$ cat config.mk
export PLATFORM = sky130hd
export DESIGN_NAME = slr_lane_cfg_regs
export DESIGN_NICKNAME = d
export VERILOG_FILES = /design/src/hdl/slr_pkg.sv /design/src/hdl/slr_lane_cfg_regs.sv /design/src/hdl/slr_lane_capture.sv /design/src/hdl/slr_link_cfg.sv
export SDC_FILE = /design/constraint.sdc
export NUM_CORES = 1
export LEC_CHECK = 0
export ABC_AREA = 1
export BUFFER_PORTS_ARGS = -buffer_cell sky130_fd_sc_hd__buf_2
export CORE_MARGIN = 2
export CORE_UTILIZATION = 53
export DETAILED_ROUTE_END_ITERATION = 16
export PLACE_DENSITY = 0.89
export SLEW_MARGIN = 25
export SYNTH_ARGS = -nofsm -noshare
export SYNTH_HDL_FRONTEND = slang
export SYNTH_SLANG_ARGS = --single-unit
$ cat constraint.sdc
create_clock -name ref_clk -period 5.75 [get_ports ref_clk]
set_clock_uncertainty 0.15 [all_clocks]
set_input_delay 0.575 -clock ref_clk [delete_from_list [all_inputs] [get_ports ref_clk]]
set_output_delay 0.575 -clock ref_clk [all_outputs]
set_load 0.1 [all_outputs]
$ cat src/hdl/slr_pkg.sv
// ---------------------------------------------------------------------------
// constants for the lane configuration register bank
// ---------------------------------------------------------------------------
// holds offsets, field positions, reset values and the write selector type.
// assumes 12-bit register addresses and 8-bit register data.
//
// Function
// - every register access except page select and core control reaches the copy of the link chosen by the page register
// - lanes 6 and 7 show received 5-bit lane number, read-only, reset zero
// - lanes 6 and 7 capture received checksum octet, read-only, reset zero
// - lanes 6 and 7 show locally computed checksum, read-only, reset zero
// - 8-bit read/write device number, reset zero
// - 8-bit read/write bank number, reset zero
// - lane register bit 6 is read/write multiframe adjust direction, reset zero
// - adjust direction is taken from link information arriving on lane 0
// - lane register bit 5 is read/write phase adjust request, reset zero
// - lane register bits 4:0 hold lane number; bit 7 reads zero
// - adjust direction and phase adjust exist only on link 0
// - bit 7 of lane count register enables descrambling, resets to one
// - lane count minus one in bits 4:0 resets to 7; bits 6:5 read zero
// - 8-bit octets per frame minus one, read/write, reset zero
package slr_pkg;

  // -------------------------------------------------------------------------
  // register offsets
  // -------------------------------------------------------------------------
  localparam logic [11:0] ADR_LINK_PAGE = 12'h300;
  localparam logic [11:0] ADR_CORE_CTRL = 12'h475;
  localparam logic [11:0] ADR_L6_LID    = 12'h43a;
  localparam logic [11:0] ADR_L6_RSUM   = 12'h43d;
  localparam logic [11:0] ADR_L6_CSUM   = 12'h43e;
  localparam logic [11:0] ADR_L7_LID    = 12'h442;
  localparam logic [11:0] ADR_L7_RSUM   = 12'h445;
  localparam logic [11:0] ADR_L7_CSUM   = 12'h446;
  localparam logic [11:0] ADR_DEV       = 12'h450;
  localparam logic [11:0] ADR_BANK      = 12'h451;
  localparam logic [11:0] ADR_LANE_NUMBER_FIELD      = 12'h452;
  localparam logic [11:0] ADR_SCR       = 12'h453;
  localparam logic [11:0] ADR_FRM       = 12'h454;

  // -------------------------------------------------------------------------
  // field positions and masks
  // -------------------------------------------------------------------------
  localparam int unsigned POS_PAGE     = 0;
  localparam int unsigned POS_CORE_RST = 3;
  localparam int unsigned POS_ADJ_DIR  = 6;
  localparam int unsigned POS_PH_ADJ   = 5;
  localparam int unsigned POS_SCR      = 7;
  localparam logic [7:0]  MASK_LID_ADJ = 8'h7f;
  localparam logic [7:0]  MASK_LID_NO  = 8'h1f;
  localparam logic [7:0]  MASK_SCR     = 8'h9f;

  // -------------------------------------------------------------------------
  // reset values
  // -------------------------------------------------------------------------
  localparam logic [7:0] RST_DEV      = 8'h00;
  localparam logic [7:0] RST_BANK     = 8'h00;
  localparam logic [7:0] RST_LANE_NUMBER_FIELD     = 8'h00;
  localparam logic [7:0] RST_SCR      = 8'h87;
  localparam logic [7:0] RST_FRM      = 8'h00;
  localparam logic [7:0] RST_RO       = 8'h00;
  localparam logic       RST_CORE_RST = 1'b0;

  // -------------------------------------------------------------------------
  // ilas configuration octet positions
  // -------------------------------------------------------------------------
  localparam logic [3:0] ILAS_IDX_FIRST = 4'h0;
  localparam logic [3:0] ILAS_IDX_LID   = 4'h2;
  localparam logic [3:0] ILAS_IDX_FCHK  = 4'hd;

  typedef enum logic [2:0] {
    SEL_NONE,
    SEL_DEV,
    SEL_BANK,
    SEL_LANE_NUMBER_FIELD,
    SEL_SCR,
    SEL_FRM
  } slr_sel_t;

endpackage

$ cat src/hdl/slr_lane_cfg_regs.sv
// ---------------------------------------------------------------------------
// paged register bank for lane readback and link parameters
// ---------------------------------------------------------------------------
// holds the page selector, core soft reset bit and per-link register copies.
// assumes a plain register port with read data one cycle after the strobe.
`timescale 1ns/1ns
module slr_lane_cfg_regs
  import slr_pkg::*;
#(
  parameter int unsigned LINKS = 2
) (
  input  wire logic                  ref_clk,
  input  wire logic                  reset,
  input  wire logic [11:0]           reg_addr,
  input  wire logic [7:0]            reg_wdata,
  input  wire logic                  reg_wr,
  input  wire logic                  reg_rd,
  output logic      [7:0]            reg_rdata,
  input  wire logic [LINKS*2-1:0]    ilas_valid,
  input  wire logic [LINKS*8-1:0]    ilas_index,
  input  wire logic [LINKS*16-1:0]   ilas_octet,
  input  wire logic                  lane0_info_valid,
  input  wire logic                  lane0_adj_dir,
  input  wire logic                  lane0_ph_adj,
  output logic      [LINKS*8-1:0]    cfg_device_number,
  output logic      [LINKS*8-1:0]    cfg_bank_number,
  output logic      [LINKS*5-1:0]    cfg_lane_number,
  output logic      [LINKS-1:0]      cfg_descramble_en,
  output logic      [LINKS*5-1:0]    cfg_lane_count_m1,
  output logic      [LINKS*8-1:0]    cfg_octets_m1,
  output logic                       multiframe_adjust_direction,
  output logic                       phase_adjust_request,
  output logic                       deframer_core_soft_reset,
  output logic      [LINKS*2-1:0]    sum_mismatch
);

  localparam int unsigned PAGE_W = (LINKS > 1) ? $clog2(LINKS) : 1;

  // -------------------------------------------------------------------------
  // state
  // -------------------------------------------------------------------------
  typedef struct packed {
    logic [7:0]        rdata;
    logic [PAGE_W-1:0] page;
    logic              core_rst;
  } slr_top_t;

  slr_top_t st_ff;
  slr_top_t nxt_st;

  slr_sel_t   wr_sel;
  slr_sel_t   link_sel  [LINKS];
  logic [4:0] lane_lid  [LINKS][2];
  logic [7:0] lane_rsum [LINKS][2];
  logic [7:0] lane_csum [LINKS][2];
  logic [7:0] dev_reg   [LINKS];
  logic [7:0] bank_reg  [LINKS];
  logic [7:0] lid_reg   [LINKS];
  logic [7:0] scr_reg   [LINKS];
  logic [7:0] frm_reg   [LINKS];
  logic [7:0] rd_val;

  // -------------------------------------------------------------------------
  // write decode
  // -------------------------------------------------------------------------
  always_comb begin
    wr_sel = SEL_NONE;
    if (reg_wr) begin
      unique case (reg_addr)
        ADR_DEV:  wr_sel = SEL_DEV;
        ADR_BANK: wr_sel = SEL_BANK;
        ADR_LANE_NUMBER_FIELD: wr_sel = SEL_LANE_NUMBER_FIELD;
        ADR_SCR:  wr_sel = SEL_SCR;
        ADR_FRM:  wr_sel = SEL_FRM;
        default:  wr_sel = SEL_NONE;
      endcase
    end
  end

  // -------------------------------------------------------------------------
  // per-link copies
  // -------------------------------------------------------------------------
  genvar gl;
  genvar gn;
  generate
    for (gl = 0; gl < LINKS; gl++) begin : g_link
      // only the copy of the selected page takes the write
      assign link_sel[gl] = (st_ff.page == PAGE_W'(gl)) ? wr_sel : SEL_NONE;

      slr_link_cfg #(
        .HAS_ADJ (gl == 0)
      ) u_cfg (
        .ref_clk       (ref_clk),
        .reset         (reset),
        .wr_sel        (link_sel[gl]),
        .wr_data       (reg_wdata),
        .adj_load      (lane0_info_valid),
        .adj_dir_in    (lane0_adj_dir),
        .ph_adj_in     (lane0_ph_adj),
        .device_number (dev_reg[gl]),
        .bank_number   (bank_reg[gl]),
        .lane_reg      (lid_reg[gl]),
        .scr_reg       (scr_reg[gl]),
        .frame_reg     (frm_reg[gl])
      );

      assign cfg_device_number[gl*8 +: 8] = dev_reg[gl];
      assign cfg_bank_number[gl*8 +: 8]   = bank_reg[gl];
      assign cfg_lane_number[gl*5 +: 5]   = lid_reg[gl][4:0];
      assign cfg_descramble_en[gl]        = scr_reg[gl][POS_SCR];
      assign cfg_lane_count_m1[gl*5 +: 5] = scr_reg[gl][4:0];
      assign cfg_octets_m1[gl*8 +: 8]     = frm_reg[gl];

      for (gn = 0; gn < 2; gn++) begin : g_lane
        slr_lane_capture u_cap (
          .ref_clk      (ref_clk),
          .reset        (reset),
          .ilas_valid   (ilas_valid[gl*2+gn]),
          .ilas_index   (ilas_index[(gl*2+gn)*4 +: 4]),
          .ilas_octet   (ilas_octet[(gl*2+gn)*8 +: 8]),
          .lane_number  (lane_lid[gl][gn]),
          .rx_sum       (lane_rsum[gl][gn]),
          .calc_sum     (lane_csum[gl][gn]),
          .sum_mismatch (sum_mismatch[gl*2+gn])
        );
      end
    end
  endgenerate

  // link 0 alone carries the multiframe adjust controls
  assign multiframe_adjust_direction = lid_reg[0][POS_ADJ_DIR];
  assign phase_adjust_request        = lid_reg[0][POS_PH_ADJ];

  // -------------------------------------------------------------------------
  // read mux
  // -------------------------------------------------------------------------
  always_comb begin
    rd_val = RST_RO;
    unique case (reg_addr)
      ADR_LINK_PAGE: rd_val[POS_PAGE +: PAGE_W] = st_ff.page;
      ADR_CORE_CTRL: rd_val[POS_CORE_RST] = st_ff.core_rst;
      ADR_L6_LID:    rd_val[4:0] = lane_lid[st_ff.page][0];
      ADR_L6_RSUM:   rd_val = lane_rsum[st_ff.page][0];
      ADR_L6_CSUM:   rd_val = lane_csum[st_ff.page][0];
      ADR_L7_LID:    rd_val[4:0] = lane_lid[st_ff.page][1];
      ADR_L7_RSUM:   rd_val = lane_rsum[st_ff.page][1];
      ADR_L7_CSUM:   rd_val = lane_csum[st_ff.page][1];
      ADR_DEV:       rd_val = dev_reg[st_ff.page];
      ADR_BANK:      rd_val = bank_reg[st_ff.page];
      ADR_LANE_NUMBER_FIELD:      rd_val = lid_reg[st_ff.page];
      ADR_SCR:       rd_val = scr_reg[st_ff.page];
      ADR_FRM:       rd_val = frm_reg[st_ff.page];
      default:       rd_val = RST_RO;
    endcase
  end

  // -------------------------------------------------------------------------
  // page, core reset and read data registers
  // -------------------------------------------------------------------------
  always_comb begin
    nxt_st       = st_ff;
    nxt_st.rdata = reg_rd ? rd_val : RST_RO;
    if (reg_wr && reg_addr == ADR_LINK_PAGE) begin
      nxt_st.page = reg_wdata[POS_PAGE +: PAGE_W];
    end
    if (reg_wr && reg_addr == ADR_CORE_CTRL) begin
      nxt_st.core_rst = reg_wdata[POS_CORE_RST];
    end
  end

  always_ff @(posedge ref_clk or posedge reset) begin
    if (reset) begin
      st_ff <= '{rdata: RST_RO, page: '0, core_rst: RST_CORE_RST};
    end else begin
      st_ff <= nxt_st;
    end
  end

  assign reg_rdata                = st_ff.rdata;
  // software holds the core here while it changes identifiers
  assign deframer_core_soft_reset = st_ff.core_rst;
endmodule

$ cat src/hdl/slr_lane_capture.sv
// ---------------------------------------------------------------------------
// ilas capture for one lane of one link
// ---------------------------------------------------------------------------
// takes the lane number and checksum octet out of the configuration octets.
// assumes octets arrive in index order, index 0 first, with a valid strobe.
`timescale 1ns/1ns
module slr_lane_capture
  import slr_pkg::*;
(
  input  wire logic       ref_clk,
  input  wire logic       reset,
  input  wire logic       ilas_valid,
  input  wire logic [3:0] ilas_index,
  input  wire logic [7:0] ilas_octet,
  output logic      [4:0] lane_number,
  output logic      [7:0] rx_sum,
  output logic      [7:0] calc_sum,
  output logic            sum_mismatch
);

  typedef struct packed {
    logic [7:0] acc;
    logic [4:0] lid;
    logic [7:0] rsum;
    logic [7:0] csum;
    logic       mism;
  } slr_lane_t;

  slr_lane_t st_ff;
  slr_lane_t nxt_st;

  always_comb begin
    nxt_st = st_ff;
    if (ilas_valid) begin
      // running modulo-256 sum of the octets ahead of the checksum octet
      if (ilas_index == ILAS_IDX_FIRST) begin
        nxt_st.acc = ilas_octet;
      end else if (ilas_index < ILAS_IDX_FCHK) begin
        nxt_st.acc = st_ff.acc + ilas_octet;
      end
      if (ilas_index == ILAS_IDX_LID) begin
        nxt_st.lid = ilas_octet[4:0];
      end
      if (ilas_index == ILAS_IDX_FCHK) begin
        nxt_st.rsum = ilas_octet;
        nxt_st.csum = st_ff.acc;
        nxt_st.mism = (ilas_octet != st_ff.acc);
      end
    end
  end

  always_ff @(posedge ref_clk or posedge reset) begin
    if (reset) begin
      st_ff <= '0;
    end else begin
      st_ff <= nxt_st;
    end
  end

  assign lane_number  = st_ff.lid;
  assign rx_sum       = st_ff.rsum;
  assign calc_sum     = st_ff.csum;
  assign sum_mismatch = st_ff.mism;
endmodule

$ cat src/hdl/slr_link_cfg.sv
// ---------------------------------------------------------------------------
// programmed link parameters of one link page
// ---------------------------------------------------------------------------
// holds device, bank, lane, lane count and frame size registers.
// assumes the parent decodes the address and page into a write selector.
`timescale 1ns/1ns
module slr_link_cfg
  import slr_pkg::*;
#(
  parameter bit HAS_ADJ = 1'b1
) (
  input  wire logic       ref_clk,
  input  wire logic       reset,
  input  wire slr_sel_t   wr_sel,
  input  wire logic [7:0] wr_data,
  input  wire logic       adj_load,
  input  wire logic       adj_dir_in,
  input  wire logic       ph_adj_in,
  output logic      [7:0] device_number,
  output logic      [7:0] bank_number,
  output logic      [7:0] lane_reg,
  output logic      [7:0] scr_reg,
  output logic      [7:0] frame_reg
);

  typedef struct packed {
    logic [7:0] dev;
    logic [7:0] bank;
    logic [7:0] lid;
    logic [7:0] payload_randomizer_enable;
    logic [7:0] frm;
  } slr_cfg_t;

  slr_cfg_t st_ff;
  slr_cfg_t nxt_st;

  always_comb begin
    nxt_st = st_ff;
    unique case (wr_sel)
      SEL_NONE: ;
      SEL_DEV:  nxt_st.dev = wr_data;
      SEL_BANK: nxt_st.bank = wr_data;
      SEL_LANE_NUMBER_FIELD: nxt_st.lid = wr_data & (HAS_ADJ ? MASK_LID_ADJ : MASK_LID_NO);
      SEL_SCR:  nxt_st.payload_randomizer_enable = wr_data & MASK_SCR;
      SEL_FRM:  nxt_st.frm = wr_data;
      default:  ;
    endcase
    // lane 0 link information wins over a software write in the same cycle
    if (HAS_ADJ && adj_load) begin
      nxt_st.lid[POS_ADJ_DIR] = adj_dir_in;
      nxt_st.lid[POS_PH_ADJ]  = ph_adj_in;
    end
  end

  always_ff @(posedge ref_clk or posedge reset) begin
    if (reset) begin
      st_ff <= '{dev: RST_DEV, bank: RST_BANK, lid: RST_LANE_NUMBER_FIELD, payload_randomizer_enable: RST_SCR, frm: RST_FRM};
    end else begin
      st_ff <= nxt_st;
    end
  end

  assign device_number = st_ff.dev;
  assign bank_number   = st_ff.bank;
  assign lane_reg      = st_ff.lid;
  assign scr_reg       = st_ff.payload_randomizer_enable;
  assign frame_reg     = st_ff.frm;

endmodule

; Yosys cells after proc, flatten, opt, wreduce, memory -nomap -nowiden
; Cells that the tools add are included.
[word_totals]
out_inout_bits = 85
register_bits = 202
elab_cells = 146
[classes]
mux = 44
n_bitwise = 1
eq_ne = 35
add_sub_neg = 4
reduce_logical = 23
magnitude_cmp = 5
[op_table]
columns = operator, n
row1 = 2-to-1 mux 8 bit, 23
row2 = equality test 12 x 11 -> 1 bit (second input constant), 12
row3 = 2-to-1 mux 16 bit, 6
row4 = adder 8 bit, 4
row5 = != test 8 bit, 4
row6 = 2-to-1 mux 10 bit, 3
row7 = case mux 3 bit (9 select lines), 1
row8 = case mux 1 bit (12 select lines), 2
row9 = AND reduction 2 bit, 12
row10 = case mux 2 bit (11 select lines), 1
row11 = equality test 4 x 2 -> 1 bit (second input constant), 4
row12 = equality test 4 bit (second input constant), 4
row13 = logical NOT 4 bit, 4
row14 = < comparator 4 bit (second input constant), 4
row15 = case mux 3 bit (5 select lines), 1
row16 = 2-to-1 mux 7 bit, 2
row17 = equality test 12 x 10 -> 1 bit (second input constant), 1
row18 = equality test 3 x 2 -> 1 bit (second input constant), 4
row19 = equality test 3 bit (second input constant), 4
row20 = case mux 1 bit (11 select lines), 1
row21 = nonzero test 2 bit, 5
row22 = 2-to-1 mux 3 bit, 3
row23 = equality test 3 x 1 -> 1 bit (second input constant), 2
row24 = >= comparator 2 bit (second input constant), 1
row25 = 3 further kinds, 4

; Logic depth before layout (Yosys ltp)
; Gate-level depths: netlist of the first run.
[logic_depth]
ltp_word = 7
ltp_mapped = 12

; Hierarchy
; Synthesis of the first run repeated with hierarchy kept, for this count alone.
[hier_totals]
hier_cells = 1729
hier_area_um2 = 12799.8
[modules_own_cells]
columns = mod, seq_area_each_um2, instances, area_each_um2, cells_per_inst
row1 = slr_lane_capture at g_link[0].g_lane[0].u_cap ..., 750.7, 3, 1766.7, 217
row2 = slr_lane_cfg_regs, 250.2, 1, 2593.7, 541
row3 = slr_lane_capture at g_link[0].g_lane[1].u_cap, 750.7, 1, 1767.9, 224
row4 = slr_link_cfg at g_link[1].u_cfg, 880.8, 1, 1599.0, 167
row5 = slr_link_cfg at g_link[0].u_cfg, 930.9, 1, 1539.0, 146

; Least setup slack after synthesis of the first run
; Ideal clock, no wire load.
[synth_timing]
path_type = input-to-reg
from = in reg_addr[11]
to = reg g_link[1].u_cfg.st_ff, in the netlist g_link[1].u_cfg.scr_reg[3]
arrival_ps = 1730
path_buffers = 2
stages = 12
setup_slack_ps = 3748
setup_ps = 123
path_cell_list = inv_1 > nand2_1 > nor2_4 > buf_4 > nand3_2 > nand2_2 > nand2_1 > nor2_1 > nand2_1 > buf_6 > nand2_1 > o21ai_2
[synth_between]
elab_chain_len = 5
[synth_rtl]
columns = item, line
row1 = start: declaration, slr_lane_cfg_regs.sv:14  ; input wire logic [11:0] reg_addr,
row2 = equality test 12 x 11 -> 1 bit, slr_lane_cfg_regs.sv:69  ; unique case (reg_addr)
row3 = case mux 3 bit (5 select lines) (*), slr_lane_cfg_regs.sv:69
row4 = 2-to-1 mux 3 bit (*), slr_lane_cfg_regs.sv:68  ; if (reg_wr) begin
row5 = 2-to-1 mux 3 bit (*), slr_lane_cfg_regs.sv:88  ; assign link_sel[gl] = (st_ff.page == PAGE_W'(gl)) ? wr_sel : SEL_NONE;
row6 = equality test 3 bit (*), slr_link_cfg.sv:39  ; unique case (wr_sel)
row7 = end signal: assignment, slr_link_cfg.sv:57  ; st_ff <= '{dev: RST_DEV, bank: RST_BANK, lid: RST_LANE_NUMBER_FIELD, payload_randomizer_enable: RST_SCR, frm: ...
row8 = end signal: assignment, slr_link_cfg.sv:59  ; st_ff <= nxt_st;
row9 = end: declaration, slr_link_cfg.sv:34  ; slr_cfg_t st_ff;
; Every way passes the cells marked *; elsewhere a longest branch is shown, timed or not.
; A chain may end at the register's enable or synchronous reset.

; Worst setup path in the final report of the first run
[layout_timing]
from = in reg_addr[11]
to = reg g_link[0].u_cfg.st_ff, in the netlist g_link[0].u_cfg.scr_reg[3]
[layout_between]
elab_chain_len = 5
[layout_rtl]
columns = item, line
row1 = equality test 12 x 11 -> 1 bit, slr_lane_cfg_regs.sv:69
row2 = case mux 3 bit (5 select lines) (*), slr_lane_cfg_regs.sv:69
row3 = 2-to-1 mux 3 bit (*), slr_lane_cfg_regs.sv:68
row4 = 2-to-1 mux 3 bit (*), slr_lane_cfg_regs.sv:88
row5 = equality test 3 bit (*), slr_link_cfg.sv:39
row6 = end signal: assignment, slr_link_cfg.sv:57
row7 = end signal: assignment, slr_link_cfg.sv:59
row8 = end: declaration, slr_link_cfg.sv:34
; Marked as above.

==> results of run 1 <==
cell usage after synthesis, drive strengths merged (7+ instances only):
cell	count	area [um^2]
buf	34	229
mux2i	21	210
nand3	130	676
a31oi	9	56.3
nor4	11	83.8
ha	28	350
a21oi	45	225
nand2	521	1990
nor3	7	35.0
nor2	96	425
nand4	19	119
clkbuf	20	75.1
dfstp	8	210
xnor2	8	70.1
inv	160	601
o21ai	176	907
dfrtp	194	4850
stage by stage:
stage,hold WS [ps],instances,setup WS [ps]
after global placement,307,1921,2740
after floorplan,291,1528,2420
after CTS,86.0,1961,3120
final,81.6,1964,3050
after global routing,142,1963,2750
after detailed placement,309,1921,2580
kinds of logic after synthesis:
kind of cell               after synthesis
muxes                                   22
and+or+nand+nor                        791
xor gates and xnor gates                12
DFF                                    202
AOI/OAI and AO/OA                      252
buffers and inverters                  217
adders and majority gates               32
final cells by class:
cell class / instances / area (um^2) / area share [%]
multi-input cells: 1109 / 5490 / 41.6
flip-flops and latches: 202 / 5070 / 38.4
repair buffers: 172 / 895 / 6.78
clock buffers: 31 / 666 / 5.05
inverters: 163 / 616 / 4.67
well taps: 275 / 344 / 2.61
clock inverters: 9 / 109 / 0.825
diodes: 3 / 7.51 / 0.0569
per-layer routing:
| layer | vias to the layer above | GRT usage, % | share of wire (%) |
|---|---|---|---|
| li1 | 5253 | - | - |
| met1 | 5241 | 39.0 | 41 |
| met2 | 533 | 47.8 | 47 |
| met3 | 80 | 4.94 | 9.0 |
| met4 | 0 | 10.2 | 3.0 |
| met5 | - | 0 | 0 |
path summary, 6_finish.rpt:
path / from / end / cells past startpoint
max in group asynchronous: reset / g_link[1].g_lane[1].u_cap.rx_sum[0] / 4
min in group ref_clk: ilas_octet[3] / g_link[0].g_lane[0].u_cap.rx_sum[3] / 3
setup reg to reg: st_ff[1] / g_link[0].u_cfg.frame_reg[6] / 7
hold / removal: reset / g_link[1].u_cfg.lane_reg[4] / 3
hold reg to reg: g_link[1].g_lane[0].u_cap.calc_sum[5] / g_link[1].g_lane[0].u_cap.calc_sum[5] / 2
setup / recovery: reg_addr[11] / g_link[0].u_cfg.scr_reg[3] / 11
power groups by stage:
stage	clock network [mW]	registers, mW	logic (mW)
6_report	1.48	1.88	1.26
3_3_place_gp	0	1.88	1.20
2_1_floorplan	0	1.85	0.956
5_1_grt	1.56	1.91	1.44
3_5_place_dp	0	1.90	1.25
4_1_cts	1.50	1.87	1.26
cell usage in the layout (no fill, tap or decap), types with 4 or more instances in the layout:
cell,synthesis,layout
sky130_fd_sc_hd__nand2_1,511,511
sky130_fd_sc_hd__dfrtp_1,194,193
sky130_fd_sc_hd__buf_2,12,163
sky130_fd_sc_hd__inv_1,154,153
sky130_fd_sc_hd__o21ai_0,141,141
sky130_fd_sc_hd__nand3_1,125,125
sky130_fd_sc_hd__nor2_1,87,87
sky130_fd_sc_hd__a21oi_1,45,45
sky130_fd_sc_hd__o21ai_1,28,28
sky130_fd_sc_hd__ha_1,28,28
sky130_fd_sc_hd__clkbuf_16,0,23
sky130_fd_sc_hd__mux2i_1,21,21
sky130_fd_sc_hd__nand4_1,19,19
sky130_fd_sc_hd__a31oi_1,9,9
sky130_fd_sc_hd__nand2_2,9,9
sky130_fd_sc_hd__xnor2_1,8,8
sky130_fd_sc_hd__nor4_1,10,8
sky130_fd_sc_hd__dfstp_2,8,8
sky130_fd_sc_hd__nor3_1,7,7
sky130_fd_sc_hd__o21ai_2,7,7
sky130_fd_sc_hd__inv_2,6,6
sky130_fd_sc_hd__clkbuf_8,0,6
sky130_fd_sc_hd__buf_4,15,6
sky130_fd_sc_hd__nand3_2,5,5
sky130_fd_sc_hd__o22ai_1,5,5
sky130_fd_sc_hd__or2_2,5,5
sky130_fd_sc_hd__clkinvlp_4,0,5
sky130_fd_sc_hd__nor2_2,4,4
sky130_fd_sc_hd__xor2_1,4,4
sky130_fd_sc_hd__o21bai_1,4,4
sky130_fd_sc_hd__o211ai_1,4,4
sky130_fd_sc_hd__o21a_1,4,4
sky130_fd_sc_hd__a21o_1,4,4
sky130_fd_sc_hd__fa_1,4,4
critical path, cell delays in order:
cell	delay [ps]
sky130_fd_sc_hd__buf_2	120
sky130_fd_sc_hd__inv_1	60
sky130_fd_sc_hd__nand2_1	70
sky130_fd_sc_hd__nor2_4	610
sky130_fd_sc_hd__nand3_1	310
sky130_fd_sc_hd__nand2_2	430
sky130_fd_sc_hd__nand2_1	90
sky130_fd_sc_hd__nor2_1	130
sky130_fd_sc_hd__nand2_1	290
sky130_fd_sc_hd__nand2_1	160
sky130_fd_sc_hd__o21ai_2	60
==> flow_summary.yaml, run 1 <==
pwr:
  netSwitchingPower_mw: 1.57
  worst_ir_drop_vdd_uv: 172
  seq_power_share_pct: 40.7
  static-leakage-power_nw: 7.00
  swShare_pct: 33.9
  clock_network_fraction_of_total_power_pct: 32.0
  report.power.total_mw: 4.63
  cellPowerDensity_mw_per_mm2: 351
  power.internal_mw: 3.06
  pwr-share-comb_pct: 27.3
clock_network:
  clkSlewWorstSetupHoldPaths_ps: 60
  numCtsBuffers: 22
  clock-root-buffer: "sky130_fd_sc_hd__clkbuf_16"
  holdBufCountCts: 0
  htree_num_levels: 1
  post-cts-setup-buffer-count: 0
  number_of_buffers_on_the_longest_clock_path: 3
  clock-sinks: 202
  clk_latency_ps: 510
  postCtsResizedCells: 0
  tritoncts_clock_tree: "done"
synthesis:
  synthesis.area_per_instance_um2: 7.50
  largest_family_of_logic_cells_by_synthesized_area: "simple AND/OR/NAND/NOR gates"
  synthesis.nets: 1639
  synth.cell_area_mm2: 0.0115
  synth_edf_count: 0
  area_share_of_xor_xnor_cells_in_the_synthesized_design_pct: 0.918
  yosys.area_share.adder_pct: 3.76
  synthFlopType: "sky130_fd_sc_hd__dfrtp_1"
  synth.ff_latch_count: 202
  synth.lib_cells_used.distinct: 43
  synthArstFlopShare_pct: 100
  synth.yosys.seq_area_share_pct: 44.2
  synthesis.yosys.warnings: 0
  synth_cells: 1528
  synth_mux_area_share_pct: 1.93
  synth_simple_gate_area_share_pct: 29.4
  compound_gate_portion_of_the_synthesized_area_pct: 11.8
global_routing:
  vias_in_the_first_global_route: 10400
  grt.total_usage_pct: 29.0
  grt_start_max_net_pins: 97
  antenna_found_initial: 2
  grt_remaining_overflow: 0
  grt_pass1_wl_mm: 52.7
drt:
  post-route-drc-count: 0
  detail_route.iter0.violations: 849
  num_vias: 11100
  drtPass1Iterations: 8
  final_antenna_net_count: 0
  wl_per_cell_um: 16.8
  dr_vias_cell: 5.66
  route.final.wire_length_mm: 33.0
sta:
  maxSlewHeadroom_pct: 35.3
  final_period_util_pct: 46.9
  final_max_slew_viol_count: 0
  fmaxAchievable_ghz: 0.371
  setup_tns_ps: 0
  final-setup-viol-count: 0
  timing_hold_violations_final: 0
  worst-slew-pin-transition_ps: 967
  min_period_ps: 2700
  grt_setup_unrepaired: "no"
layout:
  drive_gt1_share_pct: 15.8
  area.growth.synth_to_final_pct: 15.2
  nNetsFinal: 1781
  final_util_pct: 62.6
  design_area_mm2: 0.0132
  filler_cell_count: 1840
critical_path:
  reg2reg_slack_ps: 3390
  cp.arrival_ps: 2930
  required_ps: 5980
  setup.worst_path.end_class: "flop"
  worst-setup-path-type: "in2reg"
  timing.critical_path.fanout_max: 33
  timing.critical_path.from_type: "input pin"
placement:
  portBuffers: 163
  hpwl_mm: 24.3
  gp_congestion: 0.963
  detailed_place.area_mm2: 0.0124
floorplan:
  start_util_pct: 54.3
  die_x_um: 151
  core.rowCount: 53
  floorplan.core_area_mm2: 0.0211
  die-area_mm2: 0.0228
  die_height_um: 151
  io_pins: 164
worst_hold_path:
  worstHoldPathType: "in2async"
status:
  run_status: "finished clean"
run:
  maximum_capacitance_violations: 0
No activity file was read; power rests on OpenSTA's default activity.
==> inputs of run 2 (changes only) <==
--- a/config.mk
+++ b/config.mk
@@ -8,9 +8,9 @@
 export ABC_AREA = 1
 export BUFFER_PORTS_ARGS = -buffer_cell sky130_fd_sc_hd__buf_2
 export CORE_MARGIN = 2
-export CORE_UTILIZATION = 53
+export CORE_UTILIZATION = 58
 export DETAILED_ROUTE_END_ITERATION = 16
-export PLACE_DENSITY = 0.89
+export PLACE_DENSITY = 0.92
 export SLEW_MARGIN = 25
 export SYNTH_ARGS = -nofsm -noshare
 export SYNTH_HDL_FRONTEND = slang
==> constraint.sdc (replaced) <==
create_clock -name ref_clk -period 2.6 [get_ports ref_clk]
set_clock_uncertainty 0.15 [all_clocks]
set_input_delay 0.26 -clock ref_clk [delete_from_list [all_inputs] [get_ports ref_clk]]
set_output_delay 0.26 -clock ref_clk [all_outputs]
set_load 0.1 [all_outputs]
==> run 2 against run 1 <==
Against the previous run: utilization grew 8.5 points; non-clock buffer count grew 60; via count grew 5.6%; combinational power grew 130%; critical path depth shrank 4.
==> flow_summary.yaml, run 2 (synthesis gave the netlist of run 1 again) <==
drt:
  detail_route.iter0.violations: 1332
  route.final.wire_length_mm: 35.1
  num_vias: 11700
  highest_layer: "met4"
  dr_vias_cell: 5.82
  final_antenna_net_count: 0
  wl_per_cell_um: 17.4
  met2_length_mm: 16.4
  met1_length_mm: 13.5
  detailed_routed_wire_length_on_met3_mm: 3.44
  post-route-drc-count: 0
  drtPass1Iterations: 6
floorplan:
  core.rowCount: 51
  die-area_mm2: 0.0209
  floorplan.core_area_mm2: 0.0194
  io_pins: 164
  start_util_pct: 59.0
  die_x_um: 145
  die_height_um: 145
layout:
  design_area_mm2: 0.0138
  final_util_pct: 71.0
  area.growth.synth_to_final_pct: 20.3
  layout_common_cells: "sky130_fd_sc_hd__nand2_1 (511), sky130_fd_sc_hd__dfrtp_1 (193), sky130_fd_sc_hd__buf_2 (163)"
  finish.cell_count_without_fillers: 2015
  filler_cell_count: 1456
  nNetsFinal: 1841
  layout_commonest_cell: "sky130_fd_sc_hd__nand2_1"
  drive_gt1_share_pct: 15.8
sta:
  fmaxAchievable_ghz: 0.405
  timing_hold_violations_final: 0
  final-setup-viol-count: 0
  maxSlewHeadroom_pct: 62.4
  grt_setup_unrepaired: "no"
  min_period_ps: 2470
  final_period_util_pct: 95.0
  setup_tns_ps: 0
  worst-slew-pin-transition_ps: 562
  final_max_slew_viol_count: 0
  smallest_setup_slack_after_layout_ps: 130
  worst_hold_slack_ps: 18.9
global_routing:
  grt_start_max_net_pins: 97
  grt_pass1_wl_mm: 54.9
  grt.total_usage_pct: 33.4
  grt_remaining_overflow: 0
  antenna_found_initial: 2
  vias_in_the_first_global_route: 11000
placement:
  detailed_place.area_mm2: 0.0125
  place_ws_ps: 450
  portBuffers: 163
  gp_congestion: 0.966
  post-place-cells: 1924
  hpwl_mm: 24.8
critical_path:
  cpMaxStageDelayCell: "sky130_fd_sc_hd__dlygate4sd3_1"
  setup.worst_path.end_class: "flop"
  cp.arrival_ps: 2700
  regToRegStartpoint: "st_ff[1]"
  reg2regPathDepth: 7
  rr_endpoint: "g_link[0].u_cfg.lane_reg[6]"
  timing.critical_path.fanout_max: 13
  reg2reg_slack_ps: 130
  worst_path_max_stage_delay_ps: 580
  critical_path.top_delay_family: "simple AND/OR/NAND/NOR gates"
  timing.critical_path.buf_inv: 2
  worst-setup-path-type: "reg2reg"
  required_ps: 2830
  timing.critical_path.cells: "clkinvlp_4, nand3_1, nor2_4, nand2_1, nand3_1, nand2_1, dlygate4sd3_1"
  timing.critical_path.from_type: "flop"
clock_network:
  number_of_buffers_on_the_longest_clock_path: 3
  clkSlewWorstSetupHoldPaths_ps: 60
  tritoncts_clock_tree: "done"
  clock-root-buffer: "sky130_fd_sc_hd__clkbuf_16"
  numCtsBuffers: 22
  htree_num_levels: 1
  clock-sinks: 202
  clk_latency_ps: 520
pwr:
  seq_power_share_pct: 39.9
  swShare_pct: 34.5
  clock_network_fraction_of_total_power_pct: 31.7
  report.power.total_mw: 10.4
  static-leakage-power_nw: 7.27
  cellPowerDensity_mw_per_mm2: 757
  pwr-share-comb_pct: 28.4
  netSwitchingPower_mw: 3.60
  power.internal_mw: 6.84
  worst_ir_drop_vdd_uv: 417
status:
  run_status: "finished clean"
worst_hold_path:
  timing.hold.worst_endpoint: "g_link[1].g_lane[1].u_cap.rx_sum[6]"
  worstHoldPathType: "in2reg"
  hold_path.startpoint: "ilas_octet[30]"
  hold-path-cell-count: 3
run:
  maximum_capacitance_violations: 0
[run 2: power groups by stage]
stage / clock [mW] / combinational (mW) / sequential [mW]
2_1_floorplan: 0 / 2.11 / 4.10
3_3_place_gp: 0 / 2.66 / 4.15
3_5_place_dp: 0 / 2.79 / 4.19
4_1_cts: 3.31 / 2.90 / 4.15
5_1_grt: 3.44 / 3.33 / 4.22
6_report: 3.31 / 2.96 / 4.17
[run 2: worst max path at each step]
stage	startpoint	to	slack (ps)	depth (start not counted)
detailed placement	reg_addr[11]	g_link[1].u_cfg.frame_reg[3]	450	11
finish	st_ff[1]	g_link[0].u_cfg.lane_reg[6]	130	7
global route	st_ff[1]	g_link[0].u_cfg.lane_reg[6]	30	7
floorplan	reset	deframer_core_soft_reset	-420	1
global placement	reg_addr[11]	g_link[0].u_cfg.lane_reg[6]	520	11
CTS	st_ff[1]	g_link[0].u_cfg.lane_reg[6]	50	7
[run 2: layer usage]
| layer | GRT usage [%] | up-vias |
|---|---|---|
| li1 | - | 5370 |
| met1 | 43.5 | 5469 |
| met2 | 54.9 | 737 |
| met3 | 5.30 | 153 |
| met4 | 15.9 | 0 |
| met5 | 0 | - |
[run 2: tightest hold or removal path, delay by kind of cell]
family | cells | cell delay (ps)
AO/OA/AOI/OAI | 1 | 140
buffers and inverters | 2 | 230
[run 2: cell type report]
| cell class | instances | area, um^2 | share of cell area (%) |
|---|---|---|---|
| diodes | 4 | 10.0 | 0.0727 |
| clock buffers | 29 | 587 | 4.26 |
| clock inverters | 11 | 173 | 1.25 |
| inverters | 163 | 619 | 4.50 |
| multi-input cells | 1109 | 5490 | 39.8 |
| flip-flops and latches | 202 | 5070 | 36.8 |
| well taps | 265 | 332 | 2.41 |
| repair buffers | 232 | 1500 | 10.9 |
[run 2: what timing repair did]
action | CTS | global route
setup buffers | 0 | 0
endpoints found under the hold margin | 149 | 0
gates resized for setup | 0 | 1
hold buffers | 47 | 0
endpoints found under the setup margin | 0 | 2
